$ cat config.mk
export PLATFORM = sky130hd
export DESIGN_NAME = pbb_seq
export DESIGN_NICKNAME = d
export VERILOG_FILES = /design/src/pbb_pkg.sv /design/src/pbb_tick_if.sv /design/src/pbb_seq.sv /design/src/pbb_timebase.sv
export VERILOG_INCLUDE_DIRS = /design/src
export SDC_FILE = /design/constraint.sdc
export NUM_CORES = 1
export LEC_CHECK = 0
export BUFFER_PORTS_ARGS = -buffer_cell sky130_fd_sc_hd__buf_2
export CORE_MARGIN = 2
export CORE_UTILIZATION = 45
export CTS_CLUSTER_SIZE = 40
export DETAILED_ROUTE_END_ITERATION = 8
export HOLD_SLACK_MARGIN = 0.02
export PLACE_DENSITY = 0.74
export SYNTH_ARGS = -nofsm -noshare
export SYNTH_HDL_FRONTEND = slang
export SYNTH_SLANG_ARGS = --single-unit
$ cat constraint.sdc
create_clock -name CLOCK -period 2.78 [get_ports CLOCK]
set_input_delay 0 -clock CLOCK [delete_from_list [all_inputs] [get_ports CLOCK]]
set_output_delay 0 -clock CLOCK [all_outputs]
set_load 0.05 [all_outputs]
$ cat src/pbb_params.svh
// Timing constants for the indicator sequencer.
`ifndef PBB_PARAMS_SVH
`define PBB_PARAMS_SVH

// System clock rate in hertz.
`define PBB_CLK_HZ 50000000

// Base time slot of every pattern, in milliseconds, and in clock cycles.
`define PBB_QUARTER_MS 250
`define PBB_QUARTER_CYC ((`PBB_CLK_HZ / 1000) * `PBB_QUARTER_MS)

// Tone frequencies in hertz.
`define PBB_BEEP_HZ 932
`define PBB_LOW_HZ 1500
`define PBB_HIGH_HZ 2000

// Half periods of each tone, in clock cycles.
`define PBB_BEEP_HALF_CYC (`PBB_CLK_HZ / (2 * `PBB_BEEP_HZ))
`define PBB_LOW_HALF_CYC (`PBB_CLK_HZ / (2 * `PBB_LOW_HZ))
`define PBB_HIGH_HALF_CYC (`PBB_CLK_HZ / (2 * `PBB_HIGH_HZ))

// Pattern durations, counted in 0.25 s slots.
`define PBB_PROMPT_Q 2
`define PBB_BEAT_Q 4
`define PBB_PAUSE_Q 10
`define PBB_UPD_Q 2

// Repetition counts.
`define PBB_VID_BEEPS 2
`define PBB_MEM_BEEPS 3
`define PBB_VID_GROUPS 2
`define PBB_THERM_TONES 8

// Bit positions of the condition inputs in the synchroniser vector.
`define PBB_IN_PROMPT 0
`define PBB_IN_UPDATE 1
`define PBB_IN_VIDEO 2
`define PBB_IN_MEMORY 3
`define PBB_IN_THERM 4
`define PBB_IN_COUNT 5

`endif

$ cat src/pbb_pkg.sv
// Types shared by the indicator sequencer and its time base.
package pbb_pkg;

   // Tone requested from the time base.
   typedef enum logic [1:0] {
      PBB_TONE_OFF,
      PBB_TONE_BEEP,
      PBB_TONE_LOW,
      PBB_TONE_HIGH
   } pbb_tone_t;

   // Indication being shown.
   typedef enum logic [2:0] {
      PBB_ST_IDLE,
      PBB_ST_PROMPT,
      PBB_ST_UPDATE,
      PBB_ST_VIDEO,
      PBB_ST_MEMORY,
      PBB_ST_THERMAL,
      PBB_ST_SHUTDOWN
   } pbb_state_t;

endpackage

$ cat src/pbb_tick_if.sv
// Carrier between the sequencer and its time base.
`timescale 1ns/1ps
interface pbb_tick_if;

   logic                restart;  // Realigns slot and tone phase.
   pbb_pkg::pbb_tone_t  tone_sel; // Tone to generate.
   logic                quarter;  // One-cycle pulse every 0.25 s.
   logic                wave;     // Square wave of the selected tone.

   modport gen (input restart, input tone_sel, output quarter, output wave);
   modport seq (output restart, output tone_sel, input quarter, input wave);

endinterface

$ cat src/pbb_seq.sv
// Beep and blink sequencer for board condition indications.
//
// Overview of operation
// - Prompt gives one 0.5 s 932 Hz beep.
// - Video: two beeps, pause, group twice, silent.
// - Video: LED two blinks, pause, repeats forever.
// - Video error requested when video ROM missing.
// - Memory: three beeps, pause, repeats forever.
// - Memory: LED three blinks, pause, forever.
// - Thermal: eight alternating tones, then shutdown request.
// - Thermal: LED blinks 0.25 s, twice each tone.
// - Update: silent, LED off, then 0.5 s blinking.
`timescale 1ns/1ps
`include "pbb_params.svh"
module pbb_seq #(
   parameter int unsigned QUARTER_CYC   = `PBB_QUARTER_CYC,
   parameter int unsigned BEEP_HALF_CYC = `PBB_BEEP_HALF_CYC,
   parameter int unsigned LOW_HALF_CYC  = `PBB_LOW_HALF_CYC,
   parameter int unsigned HIGH_HALF_CYC = `PBB_HIGH_HALF_CYC
) (
   input  wire logic CLOCK,
   input  wire logic RST,
   input  wire logic PROMPT,
   input  wire logic UPDATE,
   input  wire logic VIDEO_ERR,
   input  wire logic MEM_ERR,
   input  wire logic THERM_WARN,
   output logic      SPEAKER,
   output logic      LED,
   output logic      SHUTDOWN_REQ
);

   // Slot counts held at the width of the position counter.
   localparam logic [5:0] BEAT    = 6'(`PBB_BEAT_Q);
   localparam logic [5:0] PRM_LEN = 6'(`PBB_PROMPT_Q);
   localparam logic [5:0] UPD_LEN = 6'(`PBB_UPD_Q);
   localparam logic [5:0] VID_ON  = 6'(2 * `PBB_VID_BEEPS * `PBB_BEAT_Q);
   localparam logic [5:0] MEM_ON  = 6'(2 * `PBB_MEM_BEEPS * `PBB_BEAT_Q);
   localparam logic [5:0] VID_LEN = 6'(2 * `PBB_VID_BEEPS * `PBB_BEAT_Q
                                       + `PBB_PAUSE_Q);
   localparam logic [5:0] MEM_LEN = 6'(2 * `PBB_MEM_BEEPS * `PBB_BEAT_Q
                                       + `PBB_PAUSE_Q);
   localparam logic [5:0] THM_LEN = 6'(`PBB_THERM_TONES * `PBB_BEAT_Q);
   localparam logic [1:0] VID_GRP = 2'(`PBB_VID_GROUPS);

   pbb_tick_if tick ();                     // Link to the time base.

   logic [`PBB_IN_COUNT-1:0] pin_in;        // Raw condition pins.
   logic [`PBB_IN_COUNT-1:0] sync1;         // First synchroniser stage.
   logic [`PBB_IN_COUNT-1:0] sync2;         // Second synchroniser stage.
   logic [`PBB_IN_COUNT-1:0] sync3;         // Third synchroniser stage.
   logic [`PBB_IN_COUNT-1:0] cond;          // Accepted condition levels.
   pbb_pkg::pbb_state_t      state;         // Indication now shown.
   pbb_pkg::pbb_state_t      want_state;    // Highest-priority request.
   pbb_pkg::pbb_state_t      next_state;    // State for the next cycle.
   logic [5:0]               pos;           // Slot within the group.
   logic [1:0]               grp;           // Completed groups, saturating.
   logic [5:0]               grp_len;       // Slots in one group.
   wire                      grp_end;       // Last slot of a group ends.
   wire                      beat_on;       // First half of a 2.0 s beat.
   pbb_pkg::pbb_tone_t       next_tone;     // Tone for the speaker.
   wire                      next_led;      // LED level to register.

   assign pin_in = {THERM_WARN, MEM_ERR, VIDEO_ERR, UPDATE, PROMPT};

   // Time base for slots and tones, counted from the system clock.
   pbb_timebase #(
      .QUARTER_CYC   (QUARTER_CYC),
      .BEEP_HALF_CYC (BEEP_HALF_CYC),
      .LOW_HALF_CYC  (LOW_HALF_CYC),
      .HIGH_HALF_CYC (HIGH_HALF_CYC)
   ) u_timebase (
      .clk (CLOCK),
      .rst (RST),
      .tb  (tick.gen)
   );

   // Each pin passes three stages; a level is accepted only when the
   // second and third agree, so a single metastable sample never counts.
   genvar i;
   generate
      for (i = 0; i < `PBB_IN_COUNT; i++) begin : g_sync
         always_ff @(posedge CLOCK) begin
            if (RST) begin
               sync1[i] <= 1'b0;
               sync2[i] <= 1'b0;
               sync3[i] <= 1'b0;
               cond[i]  <= 1'b0;
            end else begin
               sync1[i] <= pin_in[i];
               sync2[i] <= sync1[i];
               sync3[i] <= sync2[i];
               if (sync2[i] == sync3[i]) begin
                  cond[i] <= sync3[i];
               end
            end
         end
      end
   endgenerate

   // Priority among requests: thermal, memory, video, update, prompt.
   // The video request is raised by firmware when no video ROM is found.
   assign want_state =
      cond[`PBB_IN_THERM]  ? pbb_pkg::PBB_ST_THERMAL :
      cond[`PBB_IN_MEMORY] ? pbb_pkg::PBB_ST_MEMORY :
      cond[`PBB_IN_VIDEO]  ? pbb_pkg::PBB_ST_VIDEO :
      cond[`PBB_IN_UPDATE] ? pbb_pkg::PBB_ST_UPDATE :
      cond[`PBB_IN_PROMPT] ? pbb_pkg::PBB_ST_PROMPT :
                             pbb_pkg::PBB_ST_IDLE;

   // Group length of the current indication, in slots.
   assign grp_len =
      (state == pbb_pkg::PBB_ST_PROMPT)  ? PRM_LEN :
      (state == pbb_pkg::PBB_ST_UPDATE)  ? 6'(2 * UPD_LEN) :
      (state == pbb_pkg::PBB_ST_VIDEO)   ? VID_LEN :
      (state == pbb_pkg::PBB_ST_MEMORY)  ? MEM_LEN :
      (state == pbb_pkg::PBB_ST_THERMAL) ? THM_LEN :
                                           6'h01;
   assign grp_end = tick.quarter && (pos == grp_len - 6'h01);

   // Error indications latch until RST, since the firmware
   // may halt and stop driving them; only a higher priority preempts.
   assign next_state =
      (state == pbb_pkg::PBB_ST_THERMAL && grp_end) ?
         pbb_pkg::PBB_ST_SHUTDOWN :
      (state == pbb_pkg::PBB_ST_THERMAL ||
       state == pbb_pkg::PBB_ST_SHUTDOWN) ? state :
      cond[`PBB_IN_THERM] ? pbb_pkg::PBB_ST_THERMAL :
      (state == pbb_pkg::PBB_ST_MEMORY) ? state :
      cond[`PBB_IN_MEMORY] ? pbb_pkg::PBB_ST_MEMORY :
      (state == pbb_pkg::PBB_ST_VIDEO) ? state :
      want_state;

   // A new indication restarts slot and tone phase so its first slot is
   // a full 0.25 s long.
   assign tick.restart = (next_state != state);

   // First half of each 2.0 s beat is the on half.
   assign beat_on = ((pos % (6'h02 * BEAT)) < BEAT);

   // Speaker tone for the current slot.
   assign next_tone =
      (state == pbb_pkg::PBB_ST_PROMPT && grp == 2'h0) ?
         pbb_pkg::PBB_TONE_BEEP :
      (state == pbb_pkg::PBB_ST_VIDEO && grp < VID_GRP &&
       pos < VID_ON && beat_on) ?
         pbb_pkg::PBB_TONE_BEEP :
      (state == pbb_pkg::PBB_ST_MEMORY && pos < MEM_ON && beat_on) ?
         pbb_pkg::PBB_TONE_BEEP :
      (state == pbb_pkg::PBB_ST_THERMAL) ?
         (beat_on ? pbb_pkg::PBB_TONE_HIGH
                  : pbb_pkg::PBB_TONE_LOW) :
         pbb_pkg::PBB_TONE_OFF;
   assign tick.tone_sel = next_tone;

   // LED level for the current slot; prompt and idle leave it dark.
   assign next_led =
      (state == pbb_pkg::PBB_ST_VIDEO)   ? (pos < VID_ON && beat_on) :
      (state == pbb_pkg::PBB_ST_MEMORY)  ? (pos < MEM_ON && beat_on) :
      (state == pbb_pkg::PBB_ST_THERMAL) ? !pos[0] :
      (state == pbb_pkg::PBB_ST_UPDATE)  ? (pos >= UPD_LEN) :
                                           1'b0;

   // State register.
   always_ff @(posedge CLOCK) begin
      if (RST) begin
         state <= pbb_pkg::PBB_ST_IDLE;
      end else begin
         state <= next_state;
      end
   end

   // Slot position within the group and the count of finished groups.
   always_ff @(posedge CLOCK) begin
      if (RST || tick.restart) begin
         pos <= 6'h00;
         grp <= 2'h0;
      end else if (grp_end) begin
         pos <= 6'h00;
         // Saturates, because the video beeps only need to know "two".
         if (grp != 2'h3) begin
            grp <= grp + 2'h1;
         end
      end else if (tick.quarter) begin
         pos <= pos + 6'h01;
      end
   end

   // Output flops; the speaker lags the tone wave by one cycle.
   always_ff @(posedge CLOCK) begin
      if (RST) begin
         SPEAKER      <= 1'b0;
         LED          <= 1'b0;
         SHUTDOWN_REQ <= 1'b0;
      end else begin
         SPEAKER      <= tick.wave;
         LED          <= next_led;
         SHUTDOWN_REQ <= (state == pbb_pkg::PBB_ST_SHUTDOWN);
      end
   end

endmodule

$ cat src/pbb_timebase.sv
// Time base: 0.25 s slot pulse and tone square-wave generator.
`timescale 1ns/1ps
`include "pbb_params.svh"
module pbb_timebase #(
   parameter int unsigned QUARTER_CYC   = `PBB_QUARTER_CYC,
   parameter int unsigned BEEP_HALF_CYC = `PBB_BEEP_HALF_CYC,
   parameter int unsigned LOW_HALF_CYC  = `PBB_LOW_HALF_CYC,
   parameter int unsigned HIGH_HALF_CYC = `PBB_HIGH_HALF_CYC
) (
   input wire logic   clk,
   input wire logic   rst,
   pbb_tick_if.gen    tb
);

   logic [23:0] slot_cnt;  // Cycles into the current slot.
   logic [15:0] tone_cnt;  // Cycles into the current half period.
   logic [15:0] half_last; // Last count of a half period for this tone.
   wire         slot_end;  // Final cycle of a slot.
   wire         tone_on;   // A tone is requested.
   wire         half_end;  // Final cycle of a half period.

   // Selects the half period; a longer tone count can outrun a shorter
   // one after a tone switch, so the end test is "at or past".
   assign half_last =
      (tb.tone_sel == pbb_pkg::PBB_TONE_HIGH) ? 16'(HIGH_HALF_CYC - 1) :
      (tb.tone_sel == pbb_pkg::PBB_TONE_LOW)  ? 16'(LOW_HALF_CYC - 1) :
                                                16'(BEEP_HALF_CYC - 1);
   assign slot_end = (slot_cnt >= 24'(QUARTER_CYC - 1));
   assign tone_on  = (tb.tone_sel != pbb_pkg::PBB_TONE_OFF);
   assign half_end = (tone_cnt >= half_last);

   // Slot counter; every pattern interval is a whole number of slots.
   always_ff @(posedge clk) begin
      if (rst || tb.restart || slot_end) begin
         slot_cnt <= 24'h00_0000;
      end else begin
         slot_cnt <= slot_cnt + 24'h00_0001;
      end
   end

   // Slot pulse, registered so the sequencer sees a clean one-cycle event.
   always_ff @(posedge clk) begin
      if (rst || tb.restart) begin
         tb.quarter <= 1'b0;
      end else begin
         tb.quarter <= slot_end;
      end
   end

   // Half-period counter; held at zero while silent.
   always_ff @(posedge clk) begin
      if (rst || tb.restart || !tone_on || half_end) begin
         tone_cnt <= 16'h0000;
      end else begin
         tone_cnt <= tone_cnt + 16'h0001;
      end
   end

   // Square wave toggles at each half period and rests low when silent.
   always_ff @(posedge clk) begin
      if (rst || tb.restart || !tone_on) begin
         tb.wave <= 1'b0;
      end else if (half_end) begin
         tb.wave <= !tb.wave;
      end
   end

endmodule

==> flow_metrics.env <==
export IMPL_status="complete, no violations"
export IMPL_syn_avg_cell_area_um2=9.00
export IMPL_comb_power_share_pct=2.8
export IMPL_power_switching_mw=0.474
export IMPL_path_clk_slew_ps=90
export IMPL_hold_viol=0
export IMPL_swShare_pct=20.6
export IMPL_cts_tree="done"
export IMPL_yosysSeqAreaShare_pct=40.4
export IMPL_fin_total_pwr_mw=2.30
export IMPL_clock_root_buffer="clkbuf_8"
export IMPL_globalplace_congestion=0.921
export IMPL_fin_cells=551
export IMPL_die_area_um2=9110
export IMPL_wire_per_inst_um=13.8
export IMPL_ys_ff_latch=76
export IMPL_internal_power_mw=1.82
export IMPL_drtPass1Iterations=4
export IMPL_syn_nets=442
export IMPL_vdd_drop_max_v=0.000493
export IMPL_crit_path_start_kind="flip-flop"
export IMPL_floorplan_initialDensity_pct=46.0
export IMPL_synth_edff_count=0
export IMPL_async_reset_ff_share_pct=0
export IMPL_setup_ws_ps=134
export IMPL_drt_iter0_markers=130
export IMPL_worstPathMaxFanout=7
export IMPL_coreArea_um2=8180
export IMPL_grt_antenna_before_repair=0
export IMPL_grt_use_total_pct=18.1
export IMPL_synth_warning_count=0
export IMPL_fin_crit_sh_pct=95.2
export IMPL_layout_nets=465
export IMPL_gr_total_overflow=0
export IMPL_first_global_vias=2867
export IMPL_synth_cell_types=56
export IMPL_port_buffers=9
export IMPL_pwr_share_seq_pct=48.3
export IMPL_worst_hold_slack_ps=73.6
export IMPL_io_pins=10
export IMPL_cts_buffer_depth=2
export IMPL_synth_main_ff_cell="dfxtp_1"
export IMPL_drc=0
export IMPL_fp_dieH_um=95.5
export IMPL_cap_violations=0
export IMPL_die_x_um=95.5
export IMPL_cts_inserted_buffers=9
export IMPL_netlist_instances=418
export IMPL_required_ps=3080
export IMPL_synth_area_um2=3760
export IMPL_route_vias_total=2977
export IMPL_synthToLayoutAreaGrowth_pct=15.4
export IMPL_row_count=33
export IMPL_worst_pin_slew_ps=449
export IMPL_skew_ps=10.2
export IMPL_drtAntennaViolNets=0
export IMPL_wirelength_um=7620
export IMPL_setup_violations=0
export IMPL_end_kind="flip-flop"
export IMPL_clkLatencyLatePin_ps=350
export IMPL_grt_max_degree=27
export IMPL_worstSetupPathType="flip-flop to flip-flop"
export IMPL_p_clk_share_pct=48.9
export IMPL_p_per_area_nw_per_um2=529
export IMPL_antenna_cells=0
export IMPL_leakage_nw=1.72
export IMPL_setup_tns_final_ps=0
export IMPL_via_per_inst=5.40
export IMPL_cp_arrival_ps=2950
export IMPL_dp_cells=528
export IMPL_slew_violations=0
export IMPL_dp_hpwl_um=5220
export IMPL_hp_class="primary input to flip-flop"
export IMPL_period_needed_ps=2650
export IMPL_drive_above_1_share_pct=15.9
export IMPL_clock_tree_htree_level_count=3
export IMPL_clock_sinks=76
export IMPL_grt_first_pass_wirelength_um=12900
export IMPL_slew_limit_headroom_pct=70.1
export IMPL_pre_cts_ws_ps=0.581
export IMPL_clock_fmax_ghz=0.378
metal layers:
metal  wire [µm]  GRT usage [%]
met1        3460           22.1
met2        3710           30.3
met3         271           3.87
met4         178           8.57
met5           0              0
metrics by stage:
step,util [%],area [µm²]
final,53.1,4340
after global routing,53.1,4340
after CTS,52.4,4280
after detailed placement,48.4,3960
after global placement,48.4,3960
after floorplan,-,3810
Yosys cell counts (3+ instances only):
cell | count | area share [%]
nand3_1 | 13 | 1.7
o211ai_1 | 3 | 0.60
buf_2 | 6 | 0.80
xnor2_1 | 18 | 4.2
inv_1 | 15 | 1.5
o311a_1 | 3 | 0.80
mux2i_1 | 4 | 1.1
and3_1 | 6 | 1.0
nor2_2 | 3 | 0.50
xor2_1 | 26 | 6.1
o21ai_0 | 7 | 0.93
a21oi_1 | 13 | 1.7
nand4_1 | 14 | 2.3
dfxtp_1 | 76 | 40
buf_6 | 5 | 1.5
nor3_1 | 10 | 1.3
nand4b_1 | 3 | 0.70
nor2_4 | 7 | 2.1
ha_1 | 17 | 5.7
nor2_1 | 55 | 5.5
and4_1 | 6 | 1.4
nand2_1 | 33 | 3.3
or3_1 | 3 | 0.50
nor4_1 | 5 | 0.83
clkbuf_1 | 6 | 0.60
nor2b_1 | 20 | 3.3
area by class of cell:
class | instances | area (µm²)
fillers | 731 | 3830
multi-input cells | 309 | 2120
flip-flops and latches | 76 | 1520
well taps | 105 | 131
clock buffers | 9 | 124
repair buffers | 30 | 245
clock inverters | 7 | 146
inverters | 15 | 58.8
worst max-delay path, stage by stage (launching register included):
cell       delay (ps)
dfxtp_1           320
nand3b_4          160
inv_4              80
nand2_2            90
ha_4              260
a2111oi_2         280
o21ai_1           140
a221oi_2          260
o41ai_2           120
or4b_4            580
clkbuf_16         200
nor2_4            100
worst paths after layout:
path | start | end | slack (ps) | cells after the start
hold reg to reg | sync1[3]$_SDFF_PP0_ | sync2[3]$_SDFF_PP0_ | 450 | 1
setup reg to reg | state[1]$_SDFF_PP0_ | u_timebase.tone_cnt[9]$_SDFF_PP0_ | 130 | 11
hold / removal | RST | SPEAKER$_SDFF_PP0_ | 70 | 2
setup / recovery | state[1]$_SDFF_PP0_ | u_timebase.tone_cnt[9]$_SDFF_PP0_ | 130 | 11
kinds of logic (layout without fill, tap and decap cells):
| group | Yosys count | count (layout) | synth area share (%) |
|---|---|---|---|
| AND/OR/NAND/NOR | 190 | 190 | 27.4 |
| flip-flops | 76 | 76 | 40.4 |
| XOR/XNOR | 44 | 44 | 10.2 |
| AO/OA/AOI/OAI | 54 | 54 | 10.4 |
| multiplexers | 4 | 4 | 1.06 |
| adder cells (fa/ha/maj) | 17 | 17 | 5.65 |
| buffers and inverters | 33 | 61 | 4.79 |
flip-flops by register name, indices dropped and copies added, names as in the netlist:
register,cells
SPEAKER,1
state,3
LED,1
u_timebase.tone_cnt,16
grp,2
SHUTDOWN_REQ,1
u_timebase.tb.wave,1
u_timebase.tb.quarter,1
u_timebase.slot_cnt,24
pos,6
sync1,5
sync3,5
cond,5
sync2,5
timing repair:
| action | CTS | global route |
|---|---|---|
| cloned | 0 | 1 |
| endpoints found under the setup margin | 1 | 14 |
| endpoints found under the hold margin | 5 | 0 |
| hold buffers | 5 | 0 |
| gates resized for setup | 1 | 8 |
| buffers inserted | 0 | 1 |
| pin swaps | 0 | 3 |
power groups by stage:
stage	Clock [mW]	Combinational, mW	Sequential, mW
detailed placement	0	0.0568	1.14
CTS	1.14	0.0623	1.11
finish	1.12	0.0642	1.11
floorplan	0	0.0439	1.13
global placement	0	0.0559	1.13
global route	1.19	0.0709	1.11
cells in the final DEF, fill, tap and decap left out, types with 13 or more instances in the layout:
cell type / Yosys / final
nor2_1: 55 / 55
buf_4: 0 / 14
xor2_1: 26 / 26
nor2b_1: 20 / 19
nand4_1: 14 / 14
dfxtp_1: 76 / 75
inv_1: 15 / 14
nand2_1: 33 / 32
a21oi_1: 13 / 13
xnor2_1: 18 / 18
ha_1: 17 / 15
nand3_1: 13 / 13
(Power assumes the default switching activity.)
